File: src/hw/window_delay_pkg.sv
// package: register map, reset values and field layout of the window and gap bank
// Functional notes
// - the row-start high register holds bits 10:3 of the first row address in all eight bits.
// - bits 5:3 of the row low-bits register hold bits 2:0 of the first row address.
// - the row-end high register at index 1A holds bits 10:3 of the last row address.
// - bits 2:0 of the row low-bits register hold bits 2:0 of the last row address.
// - the column-start high register at index 1C holds bits 10:3 of the first column address.
// - bit 5 of the column low-bits register holds bit 2 of the first column address.
// - bits 1:0 of the first column address are always zero, so it is a multiple of four.
// - the column-end high register at index 1D holds bits 10:3 of the last column address.
// - bits 2:0 of the column low-bits register hold bits 2:0 of the last column address.
// - the 15-bit frame gap is the high register over bits 6:0 of the low register.
// - the line-gap high register at index 22 holds bits 15:8 of the line gap.
// - every window and gap register is read/write with a holding copy apart from the active copy.
package window_delay_pkg;

  localparam int NUM_REGS = 10;
  localparam int REG_WIDTH = 8;
  localparam int APB_DATA_WIDTH = 32;

  // slot numbers of the buffered registers
  localparam int S_ROW_START = 0;
  localparam int S_ROW_END = 1;
  localparam int S_ROW_LOW = 2;
  localparam int S_COL_START = 3;
  localparam int S_COL_END = 4;
  localparam int S_COL_LOW = 5;
  localparam int S_FRAME_HIGH = 6;
  localparam int S_FRAME_LOW = 7;
  localparam int S_LINE_HIGH = 8;
  localparam int S_LINE_LOW = 9;

  // register indices; the byte address is four times the index
  localparam logic [7:0] IDX_ROW_START = 8'h19;
  localparam logic [7:0] IDX_ROW_END = 8'h1a;
  localparam logic [7:0] IDX_ROW_LOW = 8'h1b;
  localparam logic [7:0] IDX_COL_START = 8'h1c;
  localparam logic [7:0] IDX_COL_END = 8'h1d;
  localparam logic [7:0] IDX_COL_LOW = 8'h1e;
  localparam logic [7:0] IDX_FRAME_HIGH = 8'h20;
  localparam logic [7:0] IDX_FRAME_LOW = 8'h21;
  localparam logic [7:0] IDX_LINE_HIGH = 8'h22;
  localparam logic [7:0] IDX_LINE_LOW = 8'h23;
  localparam logic [7:0] IDX_UPDATE_CTRL = 8'h24;
  localparam logic [7:0] IDX_UPDATE_STATUS = 8'h25;

  localparam logic [7:0] REG_INDEX [NUM_REGS] = '{IDX_ROW_START, IDX_ROW_END,
    IDX_ROW_LOW, IDX_COL_START, IDX_COL_END, IDX_COL_LOW, IDX_FRAME_HIGH,
    IDX_FRAME_LOW, IDX_LINE_HIGH, IDX_LINE_LOW};
  localparam logic [7:0] REG_RESET [NUM_REGS] = '{8'h00, 8'h00, 8'h00, 8'h00,
    8'ha0, 8'h23, 8'h00, 8'h08, 8'h00, 8'h00};
  // stored bits; reserved bits are never kept and read as zero
  localparam logic [7:0] REG_KEEP [NUM_REGS] = '{8'hff, 8'hff, 8'h3f, 8'hff,
    8'hff, 8'h27, 8'hff, 8'h7f, 8'hff, 8'hff};

  // field layout
  localparam int ADDR_WIDTH = 11;
  localparam int LOW_BITS = 3;
  localparam int ROW_START_LOW_POS = 3;
  localparam int ROW_END_LOW_POS = 0;
  localparam int COL_START_LOW_POS = 5;
  localparam int COL_END_LOW_POS = 0;
  localparam logic [1:0] COL_START_FIXED = 2'h0;
  localparam int FRAME_GAP_WIDTH = 15;
  localparam int FRAME_LOW_BITS = 7;
  localparam logic [14:0] FRAME_GAP_MAX = 15'h7fff;
  localparam int CTRL_FREEZE_BIT = 0;
  localparam int STATUS_PENDING_BIT = 0;
  localparam int STATUS_FROZEN_BIT = 1;

  function automatic logic [9:0] byte_addr(input logic [7:0] idx);
    return {idx, 2'b00};
  endfunction

endpackage

File: src/hw/window_delay_regs.sv
// module: APB register bank for the readout window and frame/line gaps
//
// Register access over APB was left to the implementer.
module window_delay_regs #(
  parameter int PADDR_WIDTH = 8
) (
  input wire logic ref_clk,
  input wire logic resetn,
  input wire logic psel,
  input wire logic penable,
  input wire logic pwrite,
  input wire logic [PADDR_WIDTH-1:0] paddr,
  input wire logic [31:0] pwdata,
  input wire logic [3:0] pstrb,
  output logic [31:0] prdata,
  output logic pready,
  output logic pslverr,
  input wire logic frameStart,
  output logic [10:0] firstRowAddress,
  output logic [10:0] lastRowAddress,
  output logic [10:0] firstColumnAddress,
  output logic [10:0] lastColumnAddress,
  output logic [14:0] frameGap,
  output logic [7:0] lineGapHigh,
  output logic [7:0] lineGapLow,
  output logic settingsPending,
  output logic settingsApplied
);

  localparam int NR = window_delay_pkg::NUM_REGS;
  localparam int W = window_delay_pkg::REG_WIDTH;
  localparam int LB = window_delay_pkg::LOW_BITS;

  // the highest byte address, that of the status word, needs eight address bits
  if (PADDR_WIDTH < 8 || PADDR_WIDTH > 32) begin : g_badAddr
    $error("window_delay_regs: PADDR_WIDTH must be 8 to 32");
  end

  // bus phase decode
  logic setupPhase;
  logic accessPhase;
  assign setupPhase = psel & ~penable;
  assign accessPhase = psel & penable;

  // address decode of the buffered registers
  logic [NR-1:0] hit;
  genvar gi;
  for (gi = 0; gi < NR; gi++) begin : g_decode
    assign hit[gi] = paddr ==
      PADDR_WIDTH'(window_delay_pkg::byte_addr(window_delay_pkg::REG_INDEX[gi]));
  end

  // decode of the update control and status words
  logic ctrlHit;
  logic statusHit;
  logic mapped;
  assign ctrlHit = paddr ==
    PADDR_WIDTH'(window_delay_pkg::byte_addr(window_delay_pkg::IDX_UPDATE_CTRL));
  assign statusHit = paddr ==
    PADDR_WIDTH'(window_delay_pkg::byte_addr(window_delay_pkg::IDX_UPDATE_STATUS));
  assign mapped = (|hit) | ctrlHit | statusHit;

  // a write lands at the access edge; only byte lane 0 carries data
  logic writeStrobe;
  logic [NR-1:0] cellWrite;
  logic anyCellWrite;
  assign writeStrobe = accessPhase & pwrite & pstrb[0];
  assign cellWrite = writeStrobe ? hit : '0;
  assign anyCellWrite = |cellWrite;

  // freeze lets software stage a full window over several frames
  logic freeze;
  always_ff @(posedge ref_clk or negedge resetn) begin
    if (!resetn) begin
      freeze <= 1'b0;
    end else if (writeStrobe && ctrlHit) begin
      freeze <= pwdata[window_delay_pkg::CTRL_FREEZE_BIT];
    end
  end

  // all cells commit in the same cycle at the frame boundary
  logic commit;
  assign commit = frameStart & ~freeze;

  // holding and active copies
  logic [W-1:0] holdVal [NR];
  logic [W-1:0] activeVal [NR];
  for (gi = 0; gi < NR; gi++) begin : g_cell
    buffered_reg_cell #(
      .WIDTH(W),
      .RESET_VALUE(window_delay_pkg::REG_RESET[gi]),
      .KEEP_MASK(window_delay_pkg::REG_KEEP[gi])
    ) u_cell (
      .ref_clk(ref_clk),
      .resetn(resetn),
      .writeEn(cellWrite[gi]),
      .writeData(pwdata[W-1:0]),
      .commit(commit),
      .holdValue(holdVal[gi]),
      .activeValue(activeVal[gi])
    );
  end

  // pending: a write landing in the commit cycle keeps it set
  always_ff @(posedge ref_clk or negedge resetn) begin
    if (!resetn) begin
      settingsPending <= 1'b0;
    end else if (anyCellWrite) begin
      settingsPending <= 1'b1;
    end else if (commit) begin
      settingsPending <= 1'b0;
    end
  end

  // one-cycle mark that new settings are live
  always_ff @(posedge ref_clk or negedge resetn) begin
    if (!resetn) begin
      settingsApplied <= 1'b0;
    end else begin
      settingsApplied <= commit;
    end
  end

  // read mux returns the holding copies, which is what software wrote
  logic [W-1:0] readMux;
  always_comb begin
    readMux = '0;
    for (int i = 0; i < NR; i++) begin
      if (hit[i]) begin
        readMux = holdVal[i];
      end
    end
    if (ctrlHit) begin
      readMux[window_delay_pkg::CTRL_FREEZE_BIT] = freeze;
    end
    if (statusHit) begin
      readMux[window_delay_pkg::STATUS_PENDING_BIT] = settingsPending;
      readMux[window_delay_pkg::STATUS_FROZEN_BIT] = freeze;
    end
  end

  // read data is captured in the setup cycle so it stands through access
  always_ff @(posedge ref_clk or negedge resetn) begin
    if (!resetn) begin
      prdata <= 32'h0000_0000;
    end else if (setupPhase && !pwrite) begin
      prdata <= 32'(readMux);
    end
  end

  // error flag is captured at setup as well
  logic decodeErr;
  always_ff @(posedge ref_clk or negedge resetn) begin
    if (!resetn) begin
      decodeErr <= 1'b0;
    end else if (setupPhase) begin
      decodeErr <= ~mapped;
    end
  end

  // zero-wait slave: every access completes in its first access cycle
  assign pready = 1'b1;
  assign pslverr = accessPhase & decodeErr;

  // window addresses assembled from active high and low bits
  assign firstRowAddress = {activeVal[window_delay_pkg::S_ROW_START],
    activeVal[window_delay_pkg::S_ROW_LOW][window_delay_pkg::ROW_START_LOW_POS +: LB]};
  assign lastRowAddress = {activeVal[window_delay_pkg::S_ROW_END],
    activeVal[window_delay_pkg::S_ROW_LOW][window_delay_pkg::ROW_END_LOW_POS +: LB]};
  assign firstColumnAddress = {activeVal[window_delay_pkg::S_COL_START],
    activeVal[window_delay_pkg::S_COL_LOW][window_delay_pkg::COL_START_LOW_POS],
    window_delay_pkg::COL_START_FIXED};
  assign lastColumnAddress = {activeVal[window_delay_pkg::S_COL_END],
    activeVal[window_delay_pkg::S_COL_LOW][window_delay_pkg::COL_END_LOW_POS +: LB]};

  // gaps; an over-range frame gap cannot arise, the field is only 15 bits
  assign frameGap = {activeVal[window_delay_pkg::S_FRAME_HIGH],
    activeVal[window_delay_pkg::S_FRAME_LOW][window_delay_pkg::FRAME_LOW_BITS-1:0]};
  assign lineGapHigh = activeVal[window_delay_pkg::S_LINE_HIGH];
  assign lineGapLow = activeVal[window_delay_pkg::S_LINE_LOW];

  // checks on the assembled outputs

  property p_rowStart;
    @(posedge ref_clk) disable iff (!resetn)
      commit |=> firstRowAddress[10:3] == $past(holdVal[window_delay_pkg::S_ROW_START]);
  endproperty
  a_rowStart: assert property (p_rowStart)
    else $error("first row high bits wrong after commit");

  property p_rowStartLow;
    @(posedge ref_clk) disable iff (!resetn)
      commit |=> firstRowAddress[2:0] == $past(holdVal[window_delay_pkg::S_ROW_LOW][5:3]);
  endproperty
  a_rowStartLow: assert property (p_rowStartLow)
    else $error("first row low bits wrong after commit");

  property p_rowEnd;
    @(posedge ref_clk) disable iff (!resetn)
      commit |=> lastRowAddress[10:3] == $past(holdVal[window_delay_pkg::S_ROW_END]);
  endproperty
  a_rowEnd: assert property (p_rowEnd)
    else $error("last row high bits wrong after commit");

  property p_rowEndLow;
    @(posedge ref_clk) disable iff (!resetn)
      commit |=> lastRowAddress[2:0] == $past(holdVal[window_delay_pkg::S_ROW_LOW][2:0]);
  endproperty
  a_rowEndLow: assert property (p_rowEndLow)
    else $error("last row low bits wrong after commit");

  property p_colStart;
    @(posedge ref_clk) disable iff (!resetn)
      commit |=> firstColumnAddress[10:3] == $past(holdVal[window_delay_pkg::S_COL_START])
        && firstColumnAddress[2] == $past(holdVal[window_delay_pkg::S_COL_LOW][5]);
  endproperty
  a_colStart: assert property (p_colStart)
    else $error("first column bits wrong after commit");

  property p_colAligned;
    @(posedge ref_clk) disable iff (!resetn)
      firstColumnAddress[1:0] == 2'h0;
  endproperty
  a_colAligned: assert property (p_colAligned)
    else $error("first column not a multiple of four");

  property p_colEnd;
    @(posedge ref_clk) disable iff (!resetn)
      commit |=> lastColumnAddress == $past({holdVal[window_delay_pkg::S_COL_END],
        holdVal[window_delay_pkg::S_COL_LOW][2:0]});
  endproperty
  a_colEnd: assert property (p_colEnd)
    else $error("last column wrong after commit");

  property p_frameGap;
    @(posedge ref_clk) disable iff (!resetn)
      commit |=> frameGap == $past({holdVal[window_delay_pkg::S_FRAME_HIGH],
        holdVal[window_delay_pkg::S_FRAME_LOW][6:0]});
  endproperty
  a_frameGap: assert property (p_frameGap)
    else $error("frame gap wrong after commit");

  property p_lineGap;
    @(posedge ref_clk) disable iff (!resetn)
      commit |=> lineGapHigh == $past(holdVal[window_delay_pkg::S_LINE_HIGH]);
  endproperty
  a_lineGap: assert property (p_lineGap)
    else $error("line gap high bits wrong after commit");

  // a write, one idle cycle, then a read of the same word returns the masked value
  property p_readBack;
    @(posedge ref_clk) disable iff (!resetn)
      (writeStrobe && hit[window_delay_pkg::S_ROW_LOW]) ##2
        (setupPhase && !pwrite && hit[window_delay_pkg::S_ROW_LOW])
      |=> prdata == 32'($past(pwdata[7:0], 3)
        & window_delay_pkg::REG_KEEP[window_delay_pkg::S_ROW_LOW]);
  endproperty
  a_readBack: assert property (p_readBack)
    else $error("read back of row low bits wrong");

  // no mixing: outside a commit every window and gap output stands
  property p_noMix;
    @(posedge ref_clk) disable iff (!resetn)
      !commit |=> $stable(firstRowAddress) && $stable(lastRowAddress)
        && $stable(firstColumnAddress) && $stable(lastColumnAddress)
        && $stable(frameGap) && $stable(lineGapHigh) && $stable(lineGapLow);
  endproperty
  a_noMix: assert property (p_noMix)
    else $error("window or gap changed between frame boundaries");

  // pending clears on a commit that no write overlaps
  property p_pending;
    @(posedge ref_clk) disable iff (!resetn)
      (commit && !anyCellWrite) |=> !settingsPending;
  endproperty
  a_pending: assert property (p_pending)
    else $error("pending flag not cleared by commit");

  property p_unmapped;
    @(posedge ref_clk) disable iff (!resetn)
      setupPhase && !mapped ##1 accessPhase |-> pslverr;
  endproperty
  a_unmapped: assert property (p_unmapped)
    else $error("unmapped address not flagged");

  property p_mappedNoErr;
    @(posedge ref_clk) disable iff (!resetn)
      setupPhase && mapped ##1 accessPhase |-> !pslverr;
  endproperty
  a_mappedNoErr: assert property (p_mappedNoErr)
    else $error("mapped access flagged as an error");

  // set wins: a write landing beside a commit is never lost
  property p_pendingSet;
    @(posedge ref_clk) disable iff (!resetn)
      anyCellWrite |=> settingsPending;
  endproperty
  a_pendingSet: assert property (p_pendingSet)
    else $error("pending flag not set by a write");

  // the applied mark trails each commit by exactly one cycle
  property p_applied;
    @(posedge ref_clk) disable iff (!resetn)
      commit |=> settingsApplied;
  endproperty
  a_applied: assert property (p_applied)
    else $error("applied mark missing after commit");

  property p_appliedOnce;
    @(posedge ref_clk) disable iff (!resetn)
      !commit |=> !settingsApplied;
  endproperty
  a_appliedOnce: assert property (p_appliedOnce)
    else $error("applied mark without a commit");

  // a frozen boundary is swallowed whole
  property p_frozenNoApply;
    @(posedge ref_clk) disable iff (!resetn)
      frameStart && freeze |=> !settingsApplied && $stable(frameGap);
  endproperty
  a_frozenNoApply: assert property (p_frozenNoApply)
    else $error("frozen frame boundary applied settings");

  property p_lineGapLow;
    @(posedge ref_clk) disable iff (!resetn)
      commit |=> lineGapLow == $past(holdVal[window_delay_pkg::S_LINE_LOW]);
  endproperty
  a_lineGapLow: assert property (p_lineGapLow)
    else $error("line gap low byte wrong after commit");

  // only byte lane 0 ever carries read data
  property p_prdataUpper;
    @(posedge ref_clk) disable iff (!resetn)
      (prdata >> W) == 32'h0000_0000;
  endproperty
  a_prdataUpper: assert property (p_prdataUpper)
    else $error("read data upper lanes not zero");

  // read data stands until the next read setup, so a slow master still sees it
  property p_prdataHeld;
    @(posedge ref_clk) disable iff (!resetn)
      !(setupPhase && !pwrite) |=> $stable(prdata);
  endproperty
  a_prdataHeld: assert property (p_prdataHeld)
    else $error("read data moved outside a read setup");

  property p_statusRead;
    @(posedge ref_clk) disable iff (!resetn)
      setupPhase && !pwrite && statusHit
      |=> prdata[window_delay_pkg::STATUS_PENDING_BIT] == $past(settingsPending)
        && prdata[window_delay_pkg::STATUS_FROZEN_BIT] == $past(freeze);
  endproperty
  a_statusRead: assert property (p_statusRead)
    else $error("status word read wrong");

  property p_freezeWrite;
    @(posedge ref_clk) disable iff (!resetn)
      writeStrobe && ctrlHit |=> freeze == $past(pwdata[window_delay_pkg::CTRL_FREEZE_BIT]);
  endproperty
  a_freezeWrite: assert property (p_freezeWrite)
    else $error("freeze bit did not take the write");

endmodule

File: src/hw/buffered_reg_cell.sv
// module: one double-buffered register, holding copy plus active copy
module buffered_reg_cell #(
  parameter int WIDTH = 8,
  parameter logic [WIDTH-1:0] RESET_VALUE = '0,
  parameter logic [WIDTH-1:0] KEEP_MASK = '1
) (
  input wire logic ref_clk,
  input wire logic resetn,
  input wire logic writeEn,
  input wire logic [WIDTH-1:0] writeData,
  input wire logic commit,
  output logic [WIDTH-1:0] holdValue,
  output logic [WIDTH-1:0] activeValue
);

  if (WIDTH < 1) begin : g_badWidth
    $error("buffered_reg_cell: WIDTH must be at least 1");
  end

  // holding copy takes software writes; reserved bits are dropped here
  always_ff @(posedge ref_clk or negedge resetn) begin
    if (!resetn) begin
      holdValue <= RESET_VALUE;
    end else if (writeEn) begin
      holdValue <= writeData & KEEP_MASK;
    end
  end

  // active copy only moves on commit, so readout never sees half an update
  always_ff @(posedge ref_clk or negedge resetn) begin
    if (!resetn) begin
      activeValue <= RESET_VALUE;
    end else if (commit) begin
      activeValue <= holdValue;
    end
  end

  property p_activeHeld;
    @(posedge ref_clk) disable iff (!resetn)
      !commit |=> activeValue == $past(activeValue);
  endproperty
  a_activeHeld: assert property (p_activeHeld)
    else $error("active copy changed without a commit");

  property p_holdWritten;
    @(posedge ref_clk) disable iff (!resetn)
      writeEn |=> holdValue == ($past(writeData) & KEEP_MASK);
  endproperty
  a_holdWritten: assert property (p_holdWritten)
    else $error("holding copy did not take the write");

endmodule

File: config.mk
export PLATFORM = sky130hd
export DESIGN_NAME = window_delay_regs
export DESIGN_NICKNAME = d
export VERILOG_FILES = /design/src/hw/window_delay_pkg.sv /design/src/hw/window_delay_regs.sv /design/src/hw/buffered_reg_cell.sv
export SDC_FILE = /design/constraint.sdc
export NUM_CORES = 1
export LEC_CHECK = 0
export ABC_AREA = 1
export BUFFER_PORTS_ARGS = -buffer_cell sky130_fd_sc_hd__buf_2
export CORE_MARGIN = 8
export CORE_UTILIZATION = 30
export CTS_CLUSTER_DIAMETER = 120
export DETAILED_ROUTE_END_ITERATION = 7
export SLEW_MARGIN = 5
export SYNTH_ARGS = -nofsm -noshare
export SYNTH_HDL_FRONTEND = slang
export SYNTH_SLANG_ARGS = --single-unit
export TNS_END_PERCENT = 20
File: constraint.sdc
create_clock -name ref_clk -period 1.35 [get_ports ref_clk]
set_clock_uncertainty 0.15 [all_clocks]
set_input_delay 0 -clock ref_clk [delete_from_list [all_inputs] [get_ports ref_clk]]
set_output_delay 0 -clock ref_clk [all_outputs]
set_load 0.01 [all_outputs]
==> results.md <==
* Status: finished with violations
* Failing checks: hold timing, setup timing
* Fmax at 740 MHz
* # setup viols final at 1
* FF-to-FF End: prdata[0]$_DFFE_PN0P_
* CP peak stage delay at 0.40 ns
* Yosys cell types at 31
* Die X at about 170 um
* FF-to-FF setup slack at -0.002 ns
* IO Port Bufs at between 100 and 150
* Residual DRC at 0
* Final cell count without fillers at 1340
* Initial antenna violation count at 0
* Mapped Area at approximately 0.007 mm2
* Worst-Margin Slew at ~0.52 ns
* Cells after Synth at around 810
* GRT Total Usage at approximately 15%
* Avg Cell Area, Syn at ~8.7 um2
* Worst setup SP type: flop
* Leak Pwr at a little under 5 nW
* DP Cell Count at 1288
* FF-to-FF path depth at 8
* Gpl congestion at roughly 0.90
* Max rail drop VDD at just over 0.8 mV
* Drt via density at around 4.4
* CP cell instances: nand3_1 -> nand4_1 -> nor2_1 -> nand4_1 -> nand2_1 -> nand2_1 -> nand2_1 -> nand2_1
* Fin. max-slew vios at 0
* PwrDens at between 1000 and 1500 mW/mm2
* ANT nets after route at 0
* GRT Residual Overflow at 0
* Pre-CTS WS at -0.312 ns
* TritonRoute pass-1 iters at 5
* Skew-Pair Late Insertion Delay at 0.43 ns
* Std-Cell Rows at 56
* Crit. End Element: flop
* Wirelength, routed at between 20000 and 25000 um
* Post-synth top area share at ~52%
* Tcrit/Tclk final at 100%
* Vias in the first global route at 5833
* H-tree depth at 4
* Num Clock Sinks at 158
* Die area at 0.0285 mm2
* Area Overhead vs Synth at 31.6%
* Worst rel slew slack at between 60 and 70%
* Slowest CP cell: dfrtp_1
* Setup crit end: prdata[0]$_DFFE_PN0P_
* Final Net Count at between 1000 and 1500
* Ys Warns at 0
* Vert. Die Dim at between 150 and 200 um
* CTS max path bufs at 2
* Dominant cell type by area after synthesis: dfrtp_1
* Root buf cell: clkbuf_16
* CP required at 1.52 ns
* Seq cells post-synth at 158
* Placed cell areas at between 0.008 and 0.009 mm2
* Largest net degree at the start of global routing at 48
* Sequential area share after synthesis at 56.5%
* RSZ-0062 raised after global routing: yes
* Worst hold slack at -0.126 ns
* Hold crit path type: primary input to async pin
* Clock slew at reported path FFs at about 0.060 ns
* Final setup TNS at -0.00171 ns
* Antenna cells at 0
* Util after Layout at 39.8%
* Worst setup margin at -0.00171 ns
* Dpl hpwl at between 15000 and 20000 um
* CTS Buf Count at 17
* Hold-fix buffers at CTS at 14
* Synth top area cells: dfrtp_1 52%, nand2_1 16%, o21ai_0 6.3%
* Final Hold Fails at 23
* Iter 0 DRT Violations at between 400 and 500
* Reg2Reg Launch Point: g_cell[3].u_cell.holdValue[0]$_DFFE_PN0P_
* Total Power at 10.0 mW
* CP Max Fanout at 2
* CP Launch Point: g_cell[3].u_cell.holdValue[0]$_DFFE_PN0P_
* TritonCTS clock tree: done
* Max-cap violations at 0
* WS Path Type: flop to flop
* Initial Util at 30.3%
* # fillers at between 2000 and 2500
* CORE AREA at 0.0232 mm2
* Crit-path most repeated cell: nand2_1
* Crit path DAT at around 1.5 ns
* Final Cell Area at about 0.009 mm2
* DR vias at 5935
* Post-DR wirelength/cell at 15.8 um
* Minimum clock period at between 1 and 1.5 ns
* Share of layout cells above drive strength 1 at between 30% and 40%
* First-pass GRT wire length at 33700 um
* # IOs at around 160
critical path, delay by kind of cell, from the launching register on:
family        cells  cell delay (ns)
flops             1             0.40
simple gates      8             0.68
power breakdown:
group	internal, mW	leakage [nW]	switching [mW]
Combinational	0.228	2.52	0.456
Sequential	4.80	2.07	0.0387
Clock	2.43	0.261	2.06
logic make-up after synthesis:
| family | share of synthesized area [%] |
|---|---|
| AND/OR/NAND/NOR | 24.4 |
| flip-flops | 56.5 |
| AO/OA/AOI/OAI | 10.2 |
| buffers and inverters | 8.77 |
| other | 0.107 |
sequential cells by signal, summed over array words and instances, names as in the netlist:
signal                     cells
settingsApplied                1
prdata                         8
decodeErr                      1
freeze                         1
g_cell.u_cell.holdValue       73
g_cell.u_cell.activeValue     73
settingsPending                1
cell usage in the layout, fill, tap and decap left out, types with 2 or more instances in the layout:
| cell | count |
|---|---|
| nand2_1 | 302 |
| dfrtp_1 | 146 |
| buf_2 | 105 |
| o21ai_0 | 86 |
| buf_4 | 76 |
| inv_1 | 52 |
| o21ai_1 | 27 |
| conb_1 | 27 |
| inv_2 | 23 |
| nor2_1 | 17 |
| clkbuf_16 | 17 |
| nand2_2 | 14 |
| dlygate4sd3_1 | 14 |
| nand4_1 | 12 |
| dfstp_2 | 12 |
| nand3_1 | 11 |
| buf_12 | 11 |
| nor2_4 | 8 |
| o21ai_2 | 8 |
| nor2_2 | 7 |
| nand2_4 | 4 |
| o22ai_1 | 4 |
| a21oi_1 | 4 |
| clkinvlp_4 | 4 |
| inv_6 | 4 |
| nor2_8 | 3 |
| nand3_2 | 3 |
| clkinv_2 | 3 |
| o211ai_1 | 2 |
| nor3_1 | 2 |
| nor4_1 | 2 |
| clkinv_4 | 2 |
cell usage after synthesis:
master    instances
inv_4             1
nand2_2          12
nor4_1            2
nor2_2            3
buf_4            27
dfrtp_1         146
clkbuf_1         15
nand3_1          12
o21ai_2           7
o21ai_1          26
nand3_2           2
o211ai_1          2
nor2_8            3
inv_2            16
nand2_4           4
nor2_4            8
o21bai_1          1
inv_1            59
nand4_4           1
a32oi_1           1
dfstp_2          12
nand4_1          12
buf_2             7
nor2_1           21
nor3_1            3
nand2_1         304
conb_1            2
o21ai_0          88
a21oi_1           4
o22ai_1           5
buf_6             3
cell type report:
type	instances	area, um2	share of cell area, %
well taps	319	399	4.32
repair buffers	207	1470	15.9
clock buffers	18	439	4.76
inverters	76	288	3.12
flip-flops and latches	158	3970	43.0
multi-input cells	548	2560	27.8
clock inverters	14	109	1.18
layer usage:
layer	vias up	track usage, %	part of all wire, %
met3	19	4.47	8.3
met1	2810	20.7	46
li1	2910	-	-
met4	0	4.97	1.4
met5	-	0	0
met2	196	23.0	45
worst min path at each step:
stage,start,end,depth (start not counted)
after floorplan,resetn,decodeErr$_DFFE_PN0P_,0
after global placement,resetn,g_cell[4].u_cell.activeValue[3]$_DFFE_PN0P_,1
after detailed placement,resetn,g_cell[3].u_cell.activeValue[6]$_DFFE_PN0P_,1
after CTS,resetn,g_cell[4].u_cell.holdValue[4]$_DFFE_PN0P_,2
after global routing,resetn,g_cell[4].u_cell.activeValue[3]$_DFFE_PN0P_,2
final,resetn,g_cell[4].u_cell.activeValue[3]$_DFFE_PN0P_,2
what timing repair did:
item | CTS | global route
resized for setup | 6 | 12
setup buffers | 2 | 4
hold endpoints to repair | 253 | 23
cloned | 0 | 0
setup endpoints to repair | 5 | 8
pin swaps | 8 | 9
(Power assumes the default switching activity.)
